--- src/sar_pkg.sv ---
// Purpose: Shared constants for the storage address register and class decoder
// Assumes: Fifteen-stage address, five class-select stages at the top
// Notes: Addresses are octal in the machine's notation, hex here
package sar_pkg;
    // Register geometry
    localparam int ADDR_W = 15;
    localparam int CLASS_LSB = 10;
    localparam int CLASS_W = 5;
    localparam int CORE_W = 10;
    localparam int ANGLE_W = 12;
    localparam int GROUP_LSB = 12;
    localparam int GROUP_W = 3;
    localparam int DRUM_BIT = 14;
    // Fixed address values
    localparam logic [14:0] ADDR_ZERO = 15'h0000;
    localparam logic [14:0] ONE_ADDR = 15'h0001;
    localparam logic [14:0] DRUM_START_ADDR = 15'h4001;
    localparam logic [14:0] DRUM_BASE = 15'h4000;
    localparam logic [14:0] CORE_LAST = 15'h03ff;
    localparam logic [14:0] DRUM_LAST = 15'h7fff;
    // Class select patterns on the top stages
    localparam logic [4:0] CORE_TOP = 5'h00;
    localparam logic [2:0] QUOT_TOP = 3'h1;
    localparam logic [2:0] ACCUM_TOP = 3'h2;
endpackage

--- src/class_if.sv ---
// Purpose: Carries storage class enables from decoder to register
// Assumes: Enables are levels, valid while the address is stable
// Notes: Unassigned is the fault-detector view of no class at all
`timescale 1ns/10ps
interface class_if;
    logic core_en;     // Core storage selected
    logic quot_en;     // One-word quotient register selected
    logic accum_en;    // Accumulator selected
    logic drum_en;     // Drum storage selected
    logic not_core_en; // Any class stage set
    logic unassigned;  // No class owns this address
    modport decoder (output core_en, quot_en, accum_en, drum_en, not_core_en, unassigned);
    modport user (input core_en, quot_en, accum_en, drum_en, not_core_en, unassigned);
endinterface

--- src/address_stage.sv ---
// Purpose: One settable and clearable address stage
// Assumes: Clear, preset and set are one-cycle pulses on core_clk
// Notes: Clear acts before set, so a set in the same cycle survives
`timescale 1ns/10ps
module address_stage (
    // Clock and reset
    input wire logic core_clk,
    input wire logic rstn,
    // Stage controls
    input wire logic clear,
    input wire logic preset,
    input wire logic set,
    // Stage value
    output logic q
);
    logic next_q; // Value at next edge

    // Clear first, then OR in preset and set
    always_comb begin
        next_q = (q & ~clear) | preset | set;
    end

    // Stage flip-flop
    always_ff @(posedge core_clk or negedge rstn) begin
        if (!rstn) begin
            q <= 1'b0;
        end else begin
            q <= next_q;
        end
    end
endmodule

--- src/storage_class_decoder.sv ---
// Purpose: Combinational storage class decoder on the top five stages
// Assumes: Low ten stages never reach this module
// Notes: Exactly one of the four class enables (not not_core_en) or unassigned is high at a time
`timescale 1ns/10ps
module storage_class_decoder
    import sar_pkg::*;
(
    // Class-select stages
    input wire logic [4:0] top_bits,
    // Class enables
    class_if.decoder cls
);
    logic [2:0] top3; // Group digit

    // Pure gating, no state; low stages are not even ported in
    always_comb begin
        top3 = top_bits[CLASS_W-1:CLASS_W-GROUP_W];
        cls.core_en = (top_bits == CORE_TOP);
        cls.quot_en = (top3 == QUOT_TOP);
        cls.accum_en = (top3 == ACCUM_TOP);
        cls.drum_en = top_bits[CLASS_W-1];
        cls.not_core_en = |top_bits;
        cls.unassigned = ~(cls.core_en | cls.quot_en | cls.accum_en | cls.drum_en);
    end
endmodule

--- src/storage_address_reg.sv ---
// Purpose: Storage address register with class decode and transfers
// Assumes: All strobes are one-cycle pulses from logic on core_clk
// Notes: Loads and sends move ones only, as in the original gate sets
`timescale 1ns/10ps

// Contract
// - Fifteen individually settable and clearable stages
// - Counter load sets stages on source ones
// - Load into nonzero register ORs contents
// - Send ones into low exchange stages
// - Send ones into program counter stages
// - Start-up, core position, clears to 00000
// - Start-up, drum position, gives 40001
// - Storage resume clears the register
// - Arithmetic access clear request clears register
// - Core class on top six 00/01
// - Quotient class on top three 1
// - Accumulator class on top three 2
// - Drum class on top three 4-7
// - Drum gets angle bits, all stages
// - Core gets only stages 0-9
// - Quotient and accumulator ignore low bits
// - Unassigned reference raises halting class fault
// - Decoder combinational, top five stages only
// - Stepping wraps within the core and drum ranges; quotient and accumulator keep the address
// - Fifth enable marks any high class stage
module storage_address_reg
    import sar_pkg::*;
#(
    parameter int ADDR_WIDTH = ADDR_W
) (
    // Clock and reset
    input wire logic core_clk,
    input wire logic rstn,
    // Loads from the address counters
    input wire logic load_from_program_counter,
    input wire logic load_from_u_counter,
    input wire logic load_from_v_counter,
    input wire logic [14:0] program_counter_value,
    input wire logic [14:0] u_counter_value,
    input wire logic [14:0] v_counter_value,
    // Clears and start-up
    input wire logic startup_clear_strobe,
    input wire logic start_location_switch,
    input wire logic storage_resume,
    input wire logic arith_clear_request,
    // Sends to exchange and program counter
    input wire logic send_to_exchange,
    input wire logic send_to_program_counter,
    output logic [14:0] exchange_set,
    output logic [14:0] program_counter_set,
    // Reference and fault
    input wire logic reference_request,
    output logic class_fault,
    // Address outputs
    output logic [14:0] storage_address,
    output logic [9:0] core_address,
    output logic [14:0] drum_address,
    output logic [11:0] drum_angle,
    output logic [2:0] drum_group,
    output logic [14:0] step_address,
    // Class enables
    output logic core_storage_class,
    output logic quot_class,
    output logic accum_class,
    output logic drum_storage_class,
    output logic not_core_enable
);
    // Width is fixed by the addressing scheme
    if (ADDR_WIDTH != ADDR_W) begin : g_width_check
        $error("storage_address_reg supports only a 15-stage address");
    end

    class_if cls (); // Decoder to register enables

    logic switch_meta;        // Switch synchroniser, first stage
    logic switch_drum;        // Switch synchronised, high for drum
    logic next_switch_meta;   // Next first stage
    logic next_switch_drum;   // Next second stage
    logic address_clear_strobe; // Any clear this cycle
    logic [14:0] preset_bits; // Start-up preset pattern
    logic [14:0] load_bits;   // Ones arriving from counters
    logic [14:0] next_address; // Value after this edge
    logic [14:0] next_exchange_set; // Next exchange pulse bits
    logic [14:0] next_pc_set; // Next program counter pulse bits
    logic next_class_fault;   // Next fault state
    logic [14:0] next_step;   // Next in-class successor

    // Switch comes from a panel, so two flops before use
    always_comb begin
        next_switch_meta = start_location_switch;
        next_switch_drum = switch_meta;
    end

    // Synchroniser flops; the first is read only by the second
    always_ff @(posedge core_clk or negedge rstn) begin
        if (!rstn) begin
            switch_meta <= 1'b0;
            switch_drum <= 1'b0;
        end else begin
            switch_meta <= next_switch_meta;
            switch_drum <= next_switch_drum;
        end
    end

    // Clear, preset and load terms for every stage
    always_comb begin
        address_clear_strobe = startup_clear_strobe | storage_resume | arith_clear_request;
        preset_bits = (startup_clear_strobe && switch_drum) ? DRUM_START_ADDR : ADDR_ZERO;
        load_bits = ({ADDR_W{load_from_program_counter}} & program_counter_value)
                  | ({ADDR_W{load_from_u_counter}} & u_counter_value)
                  | ({ADDR_W{load_from_v_counter}} & v_counter_value);
        next_address = (storage_address & ~{ADDR_W{address_clear_strobe}}) | preset_bits | load_bits;
    end

    for (genvar i = 0; i < ADDR_W; i++) begin : g_stage
        address_stage u_stage (
            .core_clk(core_clk),
            .rstn(rstn),
            .clear(address_clear_strobe),
            .preset(preset_bits[i]),
            .set(load_bits[i]),
            .q(storage_address[i])
        );
    end

    // decoder sees top five stages only
    storage_class_decoder u_decoder (
        .top_bits(storage_address[ADDR_W-1:CLASS_LSB]),
        .cls(cls)
    );

    // Enables straight from the decoder
    always_comb begin
        core_storage_class = cls.core_en;
        quot_class = cls.quot_en;
        accum_class = cls.accum_en;
        drum_storage_class = cls.drum_en;
        not_core_enable = cls.not_core_en;
    end

    // Location fields, wires from the stages
    always_comb begin
        core_address = storage_address[CORE_W-1:0];
        drum_address = storage_address;
        drum_angle = storage_address[ANGLE_W-1:0];
        drum_group = storage_address[GROUP_LSB+GROUP_W-1:GROUP_LSB];
    end

    // Transfer pulses and fault; step follows the new address
    always_comb begin
        next_exchange_set = send_to_exchange ? storage_address : ADDR_ZERO;
        next_pc_set = send_to_program_counter ? storage_address : ADDR_ZERO;
        next_class_fault = class_fault | (reference_request & cls.unassigned);
        if (next_address[ADDR_W-1:CLASS_LSB] == CORE_TOP) begin
            next_step = (next_address == CORE_LAST) ? ADDR_ZERO : next_address + ONE_ADDR;
        end else if (next_address[DRUM_BIT]) begin
            next_step = (next_address == DRUM_LAST) ? DRUM_BASE : next_address + ONE_ADDR;
        end else begin
            next_step = next_address;
        end
    end

    // Output registers; a fault holds until reset to keep the halt
    always_ff @(posedge core_clk or negedge rstn) begin
        if (!rstn) begin
            exchange_set <= ADDR_ZERO;
            program_counter_set <= ADDR_ZERO;
            class_fault <= 1'b0;
            step_address <= ONE_ADDR;
        end else begin
            exchange_set <= next_exchange_set;
            program_counter_set <= next_pc_set;
            class_fault <= next_class_fault;
            step_address <= next_step;
        end
    end

    logic any_load; // Any counter load this cycle
    assign any_load = load_from_program_counter | load_from_u_counter | load_from_v_counter;
endmodule

--- config.mk ---
export PLATFORM = sky130hd
export DESIGN_NAME = storage_address_reg
export DESIGN_NICKNAME = d
export VERILOG_FILES = /design/src/sar_pkg.sv /design/src/class_if.sv /design/src/address_stage.sv /design/src/storage_class_decoder.sv /design/src/storage_address_reg.sv
export SDC_FILE = /design/constraint.sdc
export NUM_CORES = 1
export LEC_CHECK = 0
export BUFFER_PORTS_ARGS = -buffer_cell sky130_fd_sc_hd__buf_2
export CAP_MARGIN = 0
export CORE_MARGIN = 2
export CORE_UTILIZATION = 41
export CTS_CLUSTER_SIZE = 30
export DETAILED_ROUTE_END_ITERATION = 16
export PLACE_DENSITY_LB_ADDON = 0.05
export SLEW_MARGIN = 10
export SYNTH_ARGS = -nofsm -noshare
export SYNTH_HDL_FRONTEND = slang
export SYNTH_SLANG_ARGS = --single-unit
--- constraint.sdc ---
create_clock -name core_clk -period 2.5 [get_ports core_clk]
set_input_delay 0.25 -clock core_clk [delete_from_list [all_inputs] [get_ports core_clk]]
set_output_delay 0.25 -clock core_clk [all_outputs]
set_load 0.005 [all_outputs]
==> reports/metrics.yaml, run 1 <==
min_period_ns: 2.41
drtPass1Iterations: 7
min_path_type: "primary input to register"
critPathMaxFanout: 5
cts.clk_slew.worst_paths_ns: 0.07
die-area_sq_um: 8290
synth_nets: 352
power_leakage_nw: 2.18
wl_per_cell_um: 14.5
hold_depth: 2
period_share_pct: 96.4
fmax_ghz: 0.415
cp_top_family: "simple AND/OR/NAND/NOR gates"
worstPathCellList: "or4b_2 -> a22o_1 -> or3_4 -> o311ai_4 -> and2_4 -> buf_4 -> o22ai_1"
track_usage_pct: 20.0
port_buffers: 162
pre_cts_ws_ns: -0.350
seq_area_sq_um: 1580
die_w_um: 91.1
pwr_density_cell_nw_per_um2: 623
rows: 31
synthArstFlopShare_pct: 100
worst_slew_pin_slew_ns: 0.524
startpoint: "g_stage[5].u_stage.q$_DFF_PN0_"
layout_setup_ws_ns: 0.0896
cts_buffers: 9
core_sq_um: 7290
cts_tree: "done"
max_stage_delay_ns: 0.60
drc: 0
grt_pass1_vias: 2735
crit_buf_inv: 1
seq_area_frac_synth_pct: 50.8
hp-start: "send_to_program_counter"
post-dp-hpwl_mm: 6.24
gp_congestion: 0.814
vias_per_cell: 4.88
setup_violations: 0
avgSynthCellArea_sq_um: 10.6
clock_skew_ns: 0.0122
gr-total-overflow: 0
clkLatencyLatePin_ns: 0.34
regToRegEndpoint: "step_address[7]$_DFF_PN0_"
syn_area_sq_um: 3110
drt_iter0_drc: 234
worstPathRequired_ns: 2.71
grt_pass1_wl_mm: 13.1
clock_sinks: 63
power_mw: 2.64
fillers: 677
rr_startpoint: "g_stage[5].u_stage.q$_DFF_PN0_"
rsz0062_at_grt: "no"
diodes: 0
area_delta_synth_final_pct: 36.2
hold_ws_ns: 0.279
synth-main-ff-cell: "dfrtp_1"
hold_path_end: "program_counter_set[9]$_DFF_PN0_"
initial_core_util_pct: 42.6
synth_edf_count: 0
syn_inst: 294
chipHeight_um: 91.1
arrival_ns: 2.62
tns_ns: 0
status: "completed"
cp-end-kind: "register"
slowest_stage: "or4b_2"
slew_violations: 0
num_vias: 2740
layout-drive-gt1-share_pct: 51.4
drt-total-wl_mm: 8.13
reg2reg_depth: 7
postRouteAntennaNets: 0
vdd_drop_max_mv: 0.295
slew-limit-headroom_pct: 65.1
cap_viol_max_count: 0
multi_input_area_sq_um: 1060
hold_viol: 0
root_buffer: "clkbuf_8"
synth.distinct_cells: 47
r2r_slack_ns: 0.09
io_pins: 163
cp-start-kind: "register"
fin_util_pct: 58.0
clk_path_buf_depth: 2
ys_ff_latch: 63
ys_warn_count: 0
htreeDepth: 3
antenna_found_initial: 0
critical_path_class: "register to register"
grt_max_degree: 64
final_nets: 516
[stage by stage]
stage	area, sq um	std cells
floorplan	3130	294
global placement	4000	543
detailed placement	4000	543
CTS	4210	561
global route	4230	562
finish	4230	562
[registers in the layout, indices dropped and copies added, names as in the netlist]
register / cells
next_switch_drum: 1
switch_drum: 1
program_counter_set: 15
exchange_set: 15
step_address: 15
class_fault: 1
g_stage.u_stage.q: 15
[logic make-up after synthesis]
| kind of cell | after synthesis | synth area share (%) |
|---|---|---|
| AOI/OAI and AO/OA | 60 | 15.3 |
| and+or+nand+nor | 87 | 15.8 |
| adders and majority gates | 1 | 0.403 |
| xor gates and xnor gates | 5 | 1.41 |
| DFF | 63 | 50.8 |
| buffers and inverters | 78 | 16.3 |
[worst register-to-register path, stage by stage, from the launching register on]
cell and delay [ns]:
dfrtp_1 0.36, or4b_2 0.60, a22o_1 0.24, or3_4 0.43
o311ai_4 0.25, and2_4 0.20, buf_4 0.13, o22ai_1 0.08
[report_power, final]
group          leakage (nW)  switching, mW  internal (mW)
Sequential            0.745         0.0517           1.12
Clock                0.0960          0.398          0.457
Combinational          1.34          0.300          0.313
Total                  2.18          0.750           1.89
[layer usage]
| metal | global-route usage (%) | routed length (um) |
|---|---|---|
| met5 | 0 | 0 |
| met3 | 3.49 | 536 |
| met4 | 8.96 | 144 |
| met1 | 25.8 | 3570 |
| met2 | 32.9 | 3880 |
[placed cells by master (no fill, tap or decap), types with 2 or more instances in the layout]
cell type | netlist | routed
and3_1 | 2 | 2
o211ai_1 | 2 | 2
a21boi_0 | 3 | 3
inv_1 | 16 | 16
nor4_1 | 2 | 2
buf_2 | 3 | 162
clkinv_2 | 0 | 3
a222oi_1 | 13 | 13
a21oi_1 | 3 | 3
nand2b_1 | 5 | 5
nor3_1 | 5 | 5
clkbuf_8 | 0 | 9
or4b_1 | 3 | 3
nand4_1 | 2 | 2
nand2_1 | 15 | 15
nand3_1 | 5 | 5
a22o_1 | 3 | 3
buf_4 | 56 | 50
a22oi_1 | 4 | 4
xor2_1 | 3 | 3
dfrtp_1 | 62 | 62
nor2_1 | 9 | 9
o21ai_1 | 5 | 6
a21o_1 | 2 | 2
o31ai_1 | 2 | 2
xnor2_1 | 2 | 2
o22ai_1 | 2 | 2
dlygate4sd3_1 | 0 | 2
and2_1 | 34 | 33
o21ai_0 | 9 | 8
[synthesized netlist by cell type (3+ instances only)]
| cell | n | area [sq um] |
|---|---|---|
| a21oi_1 | 3 | 15.0 |
| clkbuf_1 | 3 | 11.3 |
| a21boi_0 | 3 | 22.5 |
| buf_2 | 3 | 15.0 |
| a22o_1 | 3 | 26.3 |
| inv_1 | 16 | 60.1 |
| nand2b_1 | 5 | 31.3 |
| a222oi_1 | 13 | 130 |
| or4b_1 | 3 | 30.0 |
| nor3_1 | 5 | 25.0 |
| xor2_1 | 3 | 26.3 |
| and2_1 | 34 | 213 |
| nand2_1 | 15 | 56.3 |
| dfrtp_1 | 62 | 1550 |
| nor2_1 | 9 | 33.8 |
| o21ai_0 | 9 | 45.0 |
| buf_4 | 56 | 420 |
| a22oi_1 | 4 | 30.0 |
| o21ai_1 | 5 | 25.0 |
| nand3_1 | 5 | 25.0 |
[how the worst max path moves through the flow]
stage	to	slack, ns	cells past startpoint
floorplan	step_address[5]$_DFF_PN0_	-0.26	11
global placement	step_address[5]$_DFF_PN0_	-0.27	11
detailed placement	step_address[9]$_DFF_PN0_	-0.35	11
CTS	step_address[5]$_DFF_PN0_	0.01	11
global route	step_address[4]$_DFF_PN0_	0.007	11
finish	step_address[7]$_DFF_PN0_	0.09	7
[what timing repair did]
action,CTS,global route
hold buffers,2,0
setup buffers,0,1
endpoints found under the hold margin,63,0
resized for setup,0,3
setup endpoints to repair,0,10
[final cells by class]
cell class | count | share of cell area (%)
timing repair buffer | 215 | 29.0
clock buffer | 10 | 3.02
inverter | 16 | 1.42
sequential | 63 | 37.3
multi-input combinational | 153 | 24.9
tap | 99 | 2.93
clock inverter | 6 | 1.45
No activity file was read; power rests on OpenSTA's default activity.
==> run 2, diff against run 1 <==
ABC_AREA = 1   (was unset)
CORE_UTILIZATION = 43   (was 41)
==> run 2 against run 1 <==
  * Combinational power is 3.8% lower
  * Total power is 1.9% higher
  * Die area is 8.8% higher
  * Critical path depth is 4 lower
  * Clock skew is 0.0038 ns lower
  * Critical path type is now register to output port
==> reports/metrics.yaml, run 2 <==
critPathMaxFanout: 11  # +6
crit_buf_inv: 2  # +1
port_buffers: 162  # unchanged
slew_violations: 0  # unchanged
seq_area_sq_um: 1580  # unchanged
worstPathRequired_ns: 2.25  # -0.46 ns
die-area_sq_um: 9020  # +8.8%
period_share_pct: 70.7  # -26 points
gp_congestion: 0.814  # about the same
grt_pass1_wl_mm: 13.8  # +5.1%
cp_top_family: "flip-flops"
wl_per_cell_um: 13.1  # -9.8%
min_path_type: "primary input to register"
min_period_ns: 1.77  # -0.644 ns
ys_warn_count: 0  # unchanged
synth_most_common_cell: "nand2_1"
clkLatencyLatePin_ns: 0.34  # about the same
syn_inst: 444  # +51%
rows: 33  # +6.5%
root_buffer: "clkbuf_8"
drt_iter0_drc: 80  # -66%
rsz0062_at_grt: "no"
syn_area_sq_um: 3560  # +14%
pwr_density_cell_nw_per_um2: 626  # +0.54%
synthTopCellsByCount: "nand2_1 (153), dfrtp_1 (62), inv_1 (61), buf_4 (56), nand3_1 (22)"
io_pins: 163  # unchanged
cts_tree: "done"
final_cell_mix: "buf_2 (162), nand2_1 (153), dfrtp_1 (62)"
diodes: 0  # unchanged
vdd_drop_max_mv: 0.238  # -19%
final_common_cell: "buf_2"
grt_busiest_layer: "met2"
grt_max_degree: 35  # -45%
area_delta_synth_final_pct: 20.6
fmax_ghz: 0.566  # +36%
max_stage_delay_ns: 0.52  # -0.08 ns
drc: 0  # unchanged
startpoint: "g_stage[14].u_stage.q$_DFF_PN0_"
htreeDepth: 3  # unchanged
vias_per_cell: 4.47  # -8.4%
chipHeight_um: 95.0  # +4.3%
arrival_ns: 1.52  # -1.10 ns
cts.clk_slew.worst_paths_ns: 0.08  # about the same
synth.area.top_cells: "dfrtp_1 (44%), nand2_1 (16%), buf_4 (12%)"
clock_sinks: 63  # unchanged
drt-total-wl_mm: 8.75  # +7.6%
cp-start-kind: "register"
synth_edf_count: 0  # unchanged
gr-total-overflow: 0  # unchanged
avgSynthCellArea_sq_um: 8.01  # -24%
status: "completed"
core_sq_um: 8130  # +12%
final_nets: 618  # +20%
num_vias: 2992  # +9.2%
fillers: 840  # +24%
synthArstFlopShare_pct: 100  # unchanged
initial_core_util_pct: 43.7  # +1.1 points
critical_path_class: "register to output port"
synth_nets: 502  # +43%
seq_area_frac_synth_pct: 44.4  # -6.4 points
setup_violations: 0  # unchanged
rr_startpoint: "g_stage[0].u_stage.q$_DFF_PN0_"
grt_pass1_vias: 2775  # +1.5%
power_leakage_nw: 2.58  # +18%
clk_path_buf_depth: 2  # unchanged
netlist.area_leader.share_pct: 43.6  # -6.3 points
cts_buffers: 9  # unchanged
post_cts_buffers: 0  # unchanged
ys_ff_latch: 63  # unchanged
drtPass1Iterations: 6  # -1
cp-end-kind: "output port"
synth_top_area_cell: "dfrtp_1"
die_w_um: 95.0  # +4.3%
grt.met2_usage_pct: 34.4  # +1.5 points
hold_buffers: 1  # -1
layout-drive-gt1-share_pct: 40.4  # -11 points
synth.distinct_cells: 28  # -40%
post_cts_resize_count: 0  # unchanged
slowest_stage: "dfrtp_1"
grt_use_met1_pct: 26.5  # +0.66 points
cap_viol_max_count: 0  # unchanged
worstPathCellList: "nor4_1 -> inv_1 -> buf_2"
met3_usage_pct: 3.99  # +0.50 points
post-dp-hpwl_mm: 6.80  # +9.0%
hp-start: "reference_request"
antenna_found_initial: 0  # unchanged
multi_input_area_sq_um: 1260  # +19%
worst_slew_pin_slew_ns: 0.674  # +0.150 ns
stdcell_area_sq_um: 4290  # +1.3%
clock_skew_ns: 0.00838  # -0.00380 ns
postRouteAntennaNets: 0  # unchanged
hold_viol: 0  # unchanged
tns_ns: 0  # unchanged
place_area_sq_um: 4060  # +1.4%
slew-limit-headroom_pct: 55.0  # -10 points
synth-main-ff-cell: "dfrtp_1"
track_usage_pct: 20.5  # +0.52 points
r2r_slack_ns: 0.74  # +0.65 ns
[run 2: changes by cell type in the layout (fill, tap and decap cells not counted), sizes merged, moves of 5 or more]
cell / previous run / this run
nand2b: 5 / 0
nand2: 15 / 171
a222oi: 13 / 0
and2: 34 / 0
nand3: 5 / 35
nor2: 9 / 28
buf: 213 / 165
o21ai: 14 / 3
inv: 16 / 64
[run 2: cell families (layout without fill, tap and decap cells)]
group / after synthesis / after routing / synth area share [%]
simple gates: 242 / 242 / 32.9
buf+inv: 128 / 249 / 20.3
flops: 63 / 63 / 44.4
compound gates: 5 / 5 / 0.879
xor+xnor: 5 / 5 / 1.23
fa+ha+maj: 1 / 1 / 0.352
[run 2: worst reg2reg max path: cells and delay by family (launching register included)]
kind                       cells  cell delay (ns)
and+or+nand+nor                9             0.96
DFF                            1             0.46
adders and majority gates      1             0.24
[run 2: layer usage]
layer | part of all wire (%) | up-vias | routed length (um)
met2 | 48 | 120 | 4210
met1 | 44 | 1357 | 3860
met3 | 6.1 | 10 | 531
met5 | 0 | - | 0
met4 | 1.6 | 0 | 141
li1 | - | 1505 | -
[run 2: path summary, 6_finish.rpt]
| kind | depth (start not counted) | end |
|---|---|---|
| worst max-delay path | 3 | not_core_enable |
| worst min-delay path | 2 | class_fault$_DFF_PN0_ |
| worst max register to register | 10 | step_address[7]$_DFF_PN0_ |
| worst min register to register | 0 | switch_drum$_DFF_PN0_ |
| max in group asynchronous | 3 | step_address[0]$_DFF_PN1_ |
| min in group asynchronous | 2 | exchange_set[6]$_DFF_PN0_ |
[run 2: layout make-up]
| class | instances | area share (%) |
|---|---|---|
| clock buffers | 10 | 3.21 |
| clock inverters | 6 | 1.63 |
| inverters | 66 | 5.78 |
| multi-input cells | 253 | 29.3 |
| flip-flops and latches | 63 | 36.8 |
| well taps | 105 | 3.06 |
| repair buffers | 167 | 20.2 |
[run 2: where the power goes]
group          internal [mW]  switching (mW)  total [mW]
Combinational          0.246           0.343       0.590
Clock                  0.490           0.418       0.908
Sequential              1.12          0.0681        1.19
Total                   1.86           0.829        2.69
[run 2: stage by stage]
stage / cells / setup WS [ns] / power, mW / hold WS [ns] / utilization [%]
after floorplan: 444 / 0.812 / 1.61 / -0.0456 / -
after global placement: 652 / 0.666 / 1.80 / 0.329 / 49.9
after detailed placement: 652 / 0.592 / 1.81 / 0.325 / 49.9
after CTS: 669 / 0.712 / 2.72 / 0.00629 / 52.6
after global routing: 670 / 0.578 / 2.86 / 0.134 / 52.7
final: 670 / 0.734 / 2.69 / 0.154 / 52.7
==> run 3, diff against run 2 <==
CORE_UTILIZATION = 47   (was 43)
clock period = 1.7 ns   (was 2.5 ns; I/O delays follow)
==> run 3 against run 2 <==
  * Wire length grew 1.1%
  * Combinational power up 65%
  * Clock power up 61%
  * Register-to-register slack lost 0.60 ns
  * Design area up 6.2%
  * Total power rose by 55%
  * Global-route usage is 1.8 points higher
  * Utilization is 9.8 points higher
  * Largest cell class unchanged
  * Sequential power grew 46%
  * Critical path depth rose by 3
  * Critical path type unchanged
==> reports/metrics.yaml, run 3 (synthesis results as in run 2) <==
critical_path_class: "register to output port"
pwr_density_cell_nw_per_um2: 915  # +46%
clkLatencyLatePin_ns: 0.33  # about the same
setup_violations: 0  # unchanged
clock_skew_ns: 0.00837  # -0.0000132 ns
power_frac_seq_pct: 41.7  # -2.6 points
postRouteAntennaNets: 0  # unchanged
r2r_slack_ns: 0.14  # -0.60 ns
period_share_pct: 94.7
p_sw_mw: 1.18  # +42%
io_pins: 163  # unchanged
place_inst: 674  # +3.4%
grt_pass1_wl_mm: 14.4  # +4.6%
rows: 31  # -6.1%
critPathMaxFanout: 3  # -8
crit_top_cell: "inv_1"
final_nets: 647  # +4.7%
min_path_type: "primary input to register"
die-area_sq_um: 8280  # -8.2%
chipHeight_um: 91.0  # -4.2%
final_common_cell: "buf_2"
grt_pass1_vias: 2865  # +3.2%
drt-total-wl_mm: 8.85  # +1.1%
die_w_um: 91.0  # -4.2%
worstPathCellList: "inv_1 -> nand2_1 -> nor4_1 -> buf_4 -> inv_1 -> buf_2"
power_mw: 4.17  # +55%
htreeDepth: 3  # unchanged
drt_iter0_drc: 145  # +81%
vdd_drop_max_mv: 0.495  # +110%
arrival_ns: 1.44  # -0.08 ns
cts_buffers: 9  # unchanged
cap_viol_max_count: 0  # unchanged
power_leakage_nw: 2.74  # +6.2%
worstPathRequired_ns: 1.53  # -0.72 ns
layout-drive-gt1-share_pct: 44.4  # +4.1 points
fmax_ghz: 0.621
area_delta_synth_final_pct: 28.1
final_cell_mix: "buf_2 (162), nand2_1 (152), inv_1 (60)"
status: "completed"
swShare_pct: 28.3  # -2.6 points
min_period_ns: 1.61
antenna_found_initial: 0  # unchanged
post-dp-hpwl_mm: 6.85  # +0.65%
slew_violations: 0  # unchanged
clock_sinks: 63  # unchanged
vias_per_cell: 4.38  # -1.9%
num_vias: 3035  # +1.4%
drtPass1Iterations: 4  # -2
layout_setup_ws_ns: 0.0893  # -0.644 ns
track_usage_pct: 22.3  # +1.8 points
grt_max_degree: 64  # +83%
crit_buf_inv: 4  # +2
clk_path_buf_depth: 2  # unchanged
diodes: 0  # unchanged
cp-end-kind: "output port"
pre_cts_ws_ns: -0.0744  # -0.666 ns
max_stage_delay_ns: 0.43  # -0.09 ns
slew-limit-headroom_pct: 77.3  # +22 points
initial_core_util_pct: 48.8  # +5.1 points
pwr-share-comb_pct: 23.4  # +1.5 points
drc: 0  # unchanged
root_buffer: "clkbuf_8"
gp_congestion: 0.884  # +8.5%
slowest_stage: "dfrtp_1"
port_buffers: 162  # unchanged
rsz0062_at_grt: "no"
cell_internal_pwr_mw: 2.99  # +61%
pwr-share-clk_pct: 35.0  # +1.2 points
cts_tree: "done"
gr-total-overflow: 0  # unchanged
worst_slew_pin_slew_ns: 0.340  # -0.334 ns
stdcell_count: 693  # +3.4%
cp_top_family: "flip-flops"
core_sq_um: 7290  # -10%
cp-start-kind: "register"
cts.clk_slew.worst_paths_ns: 0.07  # about the same
wl_per_cell_um: 12.8  # -2.2%
hold_viol: 0  # unchanged
run 3: cell count changes in the layout (fill, tap and decap cells not counted), moves of 2 or more:
| cell | before | now |
|---|---|---|
| buf_4 | 2 | 31 |
| clkbuf_1 | 0 | 2 |
| clkinv_4 | 2 | 0 |
| clkinvlp_4 | 3 | 0 |
| dfrtp_1 | 62 | 59 |
| dfrtp_2 | 0 | 3 |
| nand3_1 | 22 | 20 |
run 3: path summary, 6_finish.rpt:
path | startpoint | end | cells past startpoint
worst max-delay path | g_stage[13].u_stage.q$_DFF_PN0_ | not_core_enable | 6
worst min-delay path | reference_request | class_fault$_DFF_PN0_ | 2
worst max register to register | switch_drum$_DFF_PN0_ | step_address[2]$_DFF_PN0_ | 9
worst min register to register | next_switch_drum$_DFF_PN0_ | switch_drum$_DFF_PN0_ | 0
max in group asynchronous | rstn | g_stage[2].u_stage.q$_DFF_PN0_ | 3
min in group asynchronous | rstn | exchange_set[8]$_DFF_PN0_ | 3
run 3: layer usage:
metal	track usage [%]	share of wire, %
met5	0	0
met4	5.81	0.96
met3	4.48	5.9
met2	36.9	48
met1	30.0	45
run 3: layout make-up:
type	instances	area [sq um]
Sequential cell	63	1580
Clock inverter	3	65.1
Clock buffer	13	159
Inverter	66	248
Fill cell	668	2740
Timing Repair Buffer	196	1080
Tap cell	99	124
Multi-Input combinational cell	253	1300
run 3: through the flow:
| step | TNS, ns | hold slack, ns | utilization, % | cell area (sq um) |
|---|---|---|---|---|
| after floorplan | 0 | -0.126 | - | 3560 |
| after global placement | 0 | 0.206 | 58.5 | 4260 |
| after detailed placement | -0.496 | 0.209 | 58.5 | 4260 |
| after CTS | 0 | 0.0847 | 61.8 | 4510 |
| after global routing | 0 | 0.0827 | 62.5 | 4560 |
| final | 0 | 0.100 | 62.5 | 4560 |
run 3: power by group through the flow:
stage	Combinational [mW]	Clock, mW	Sequential, mW
CTS	0.974	1.50	1.73
global placement	0.960	0	1.76
detailed placement	0.967	0	1.76
finish	0.976	1.46	1.74
floorplan	0.591	0	1.78
global route	1.09	1.57	1.76
run 3: timing repair:
| item | 4_1_cts | 5_1_grt |
|---|---|---|
| setup buffers | 0 | 2 |
| setup endpoints to repair | 0 | 16 |
| hold endpoints to repair | 63 | 0 |
| hold buffers | 2 | 0 |
| gates resized for setup | 0 | 11 |
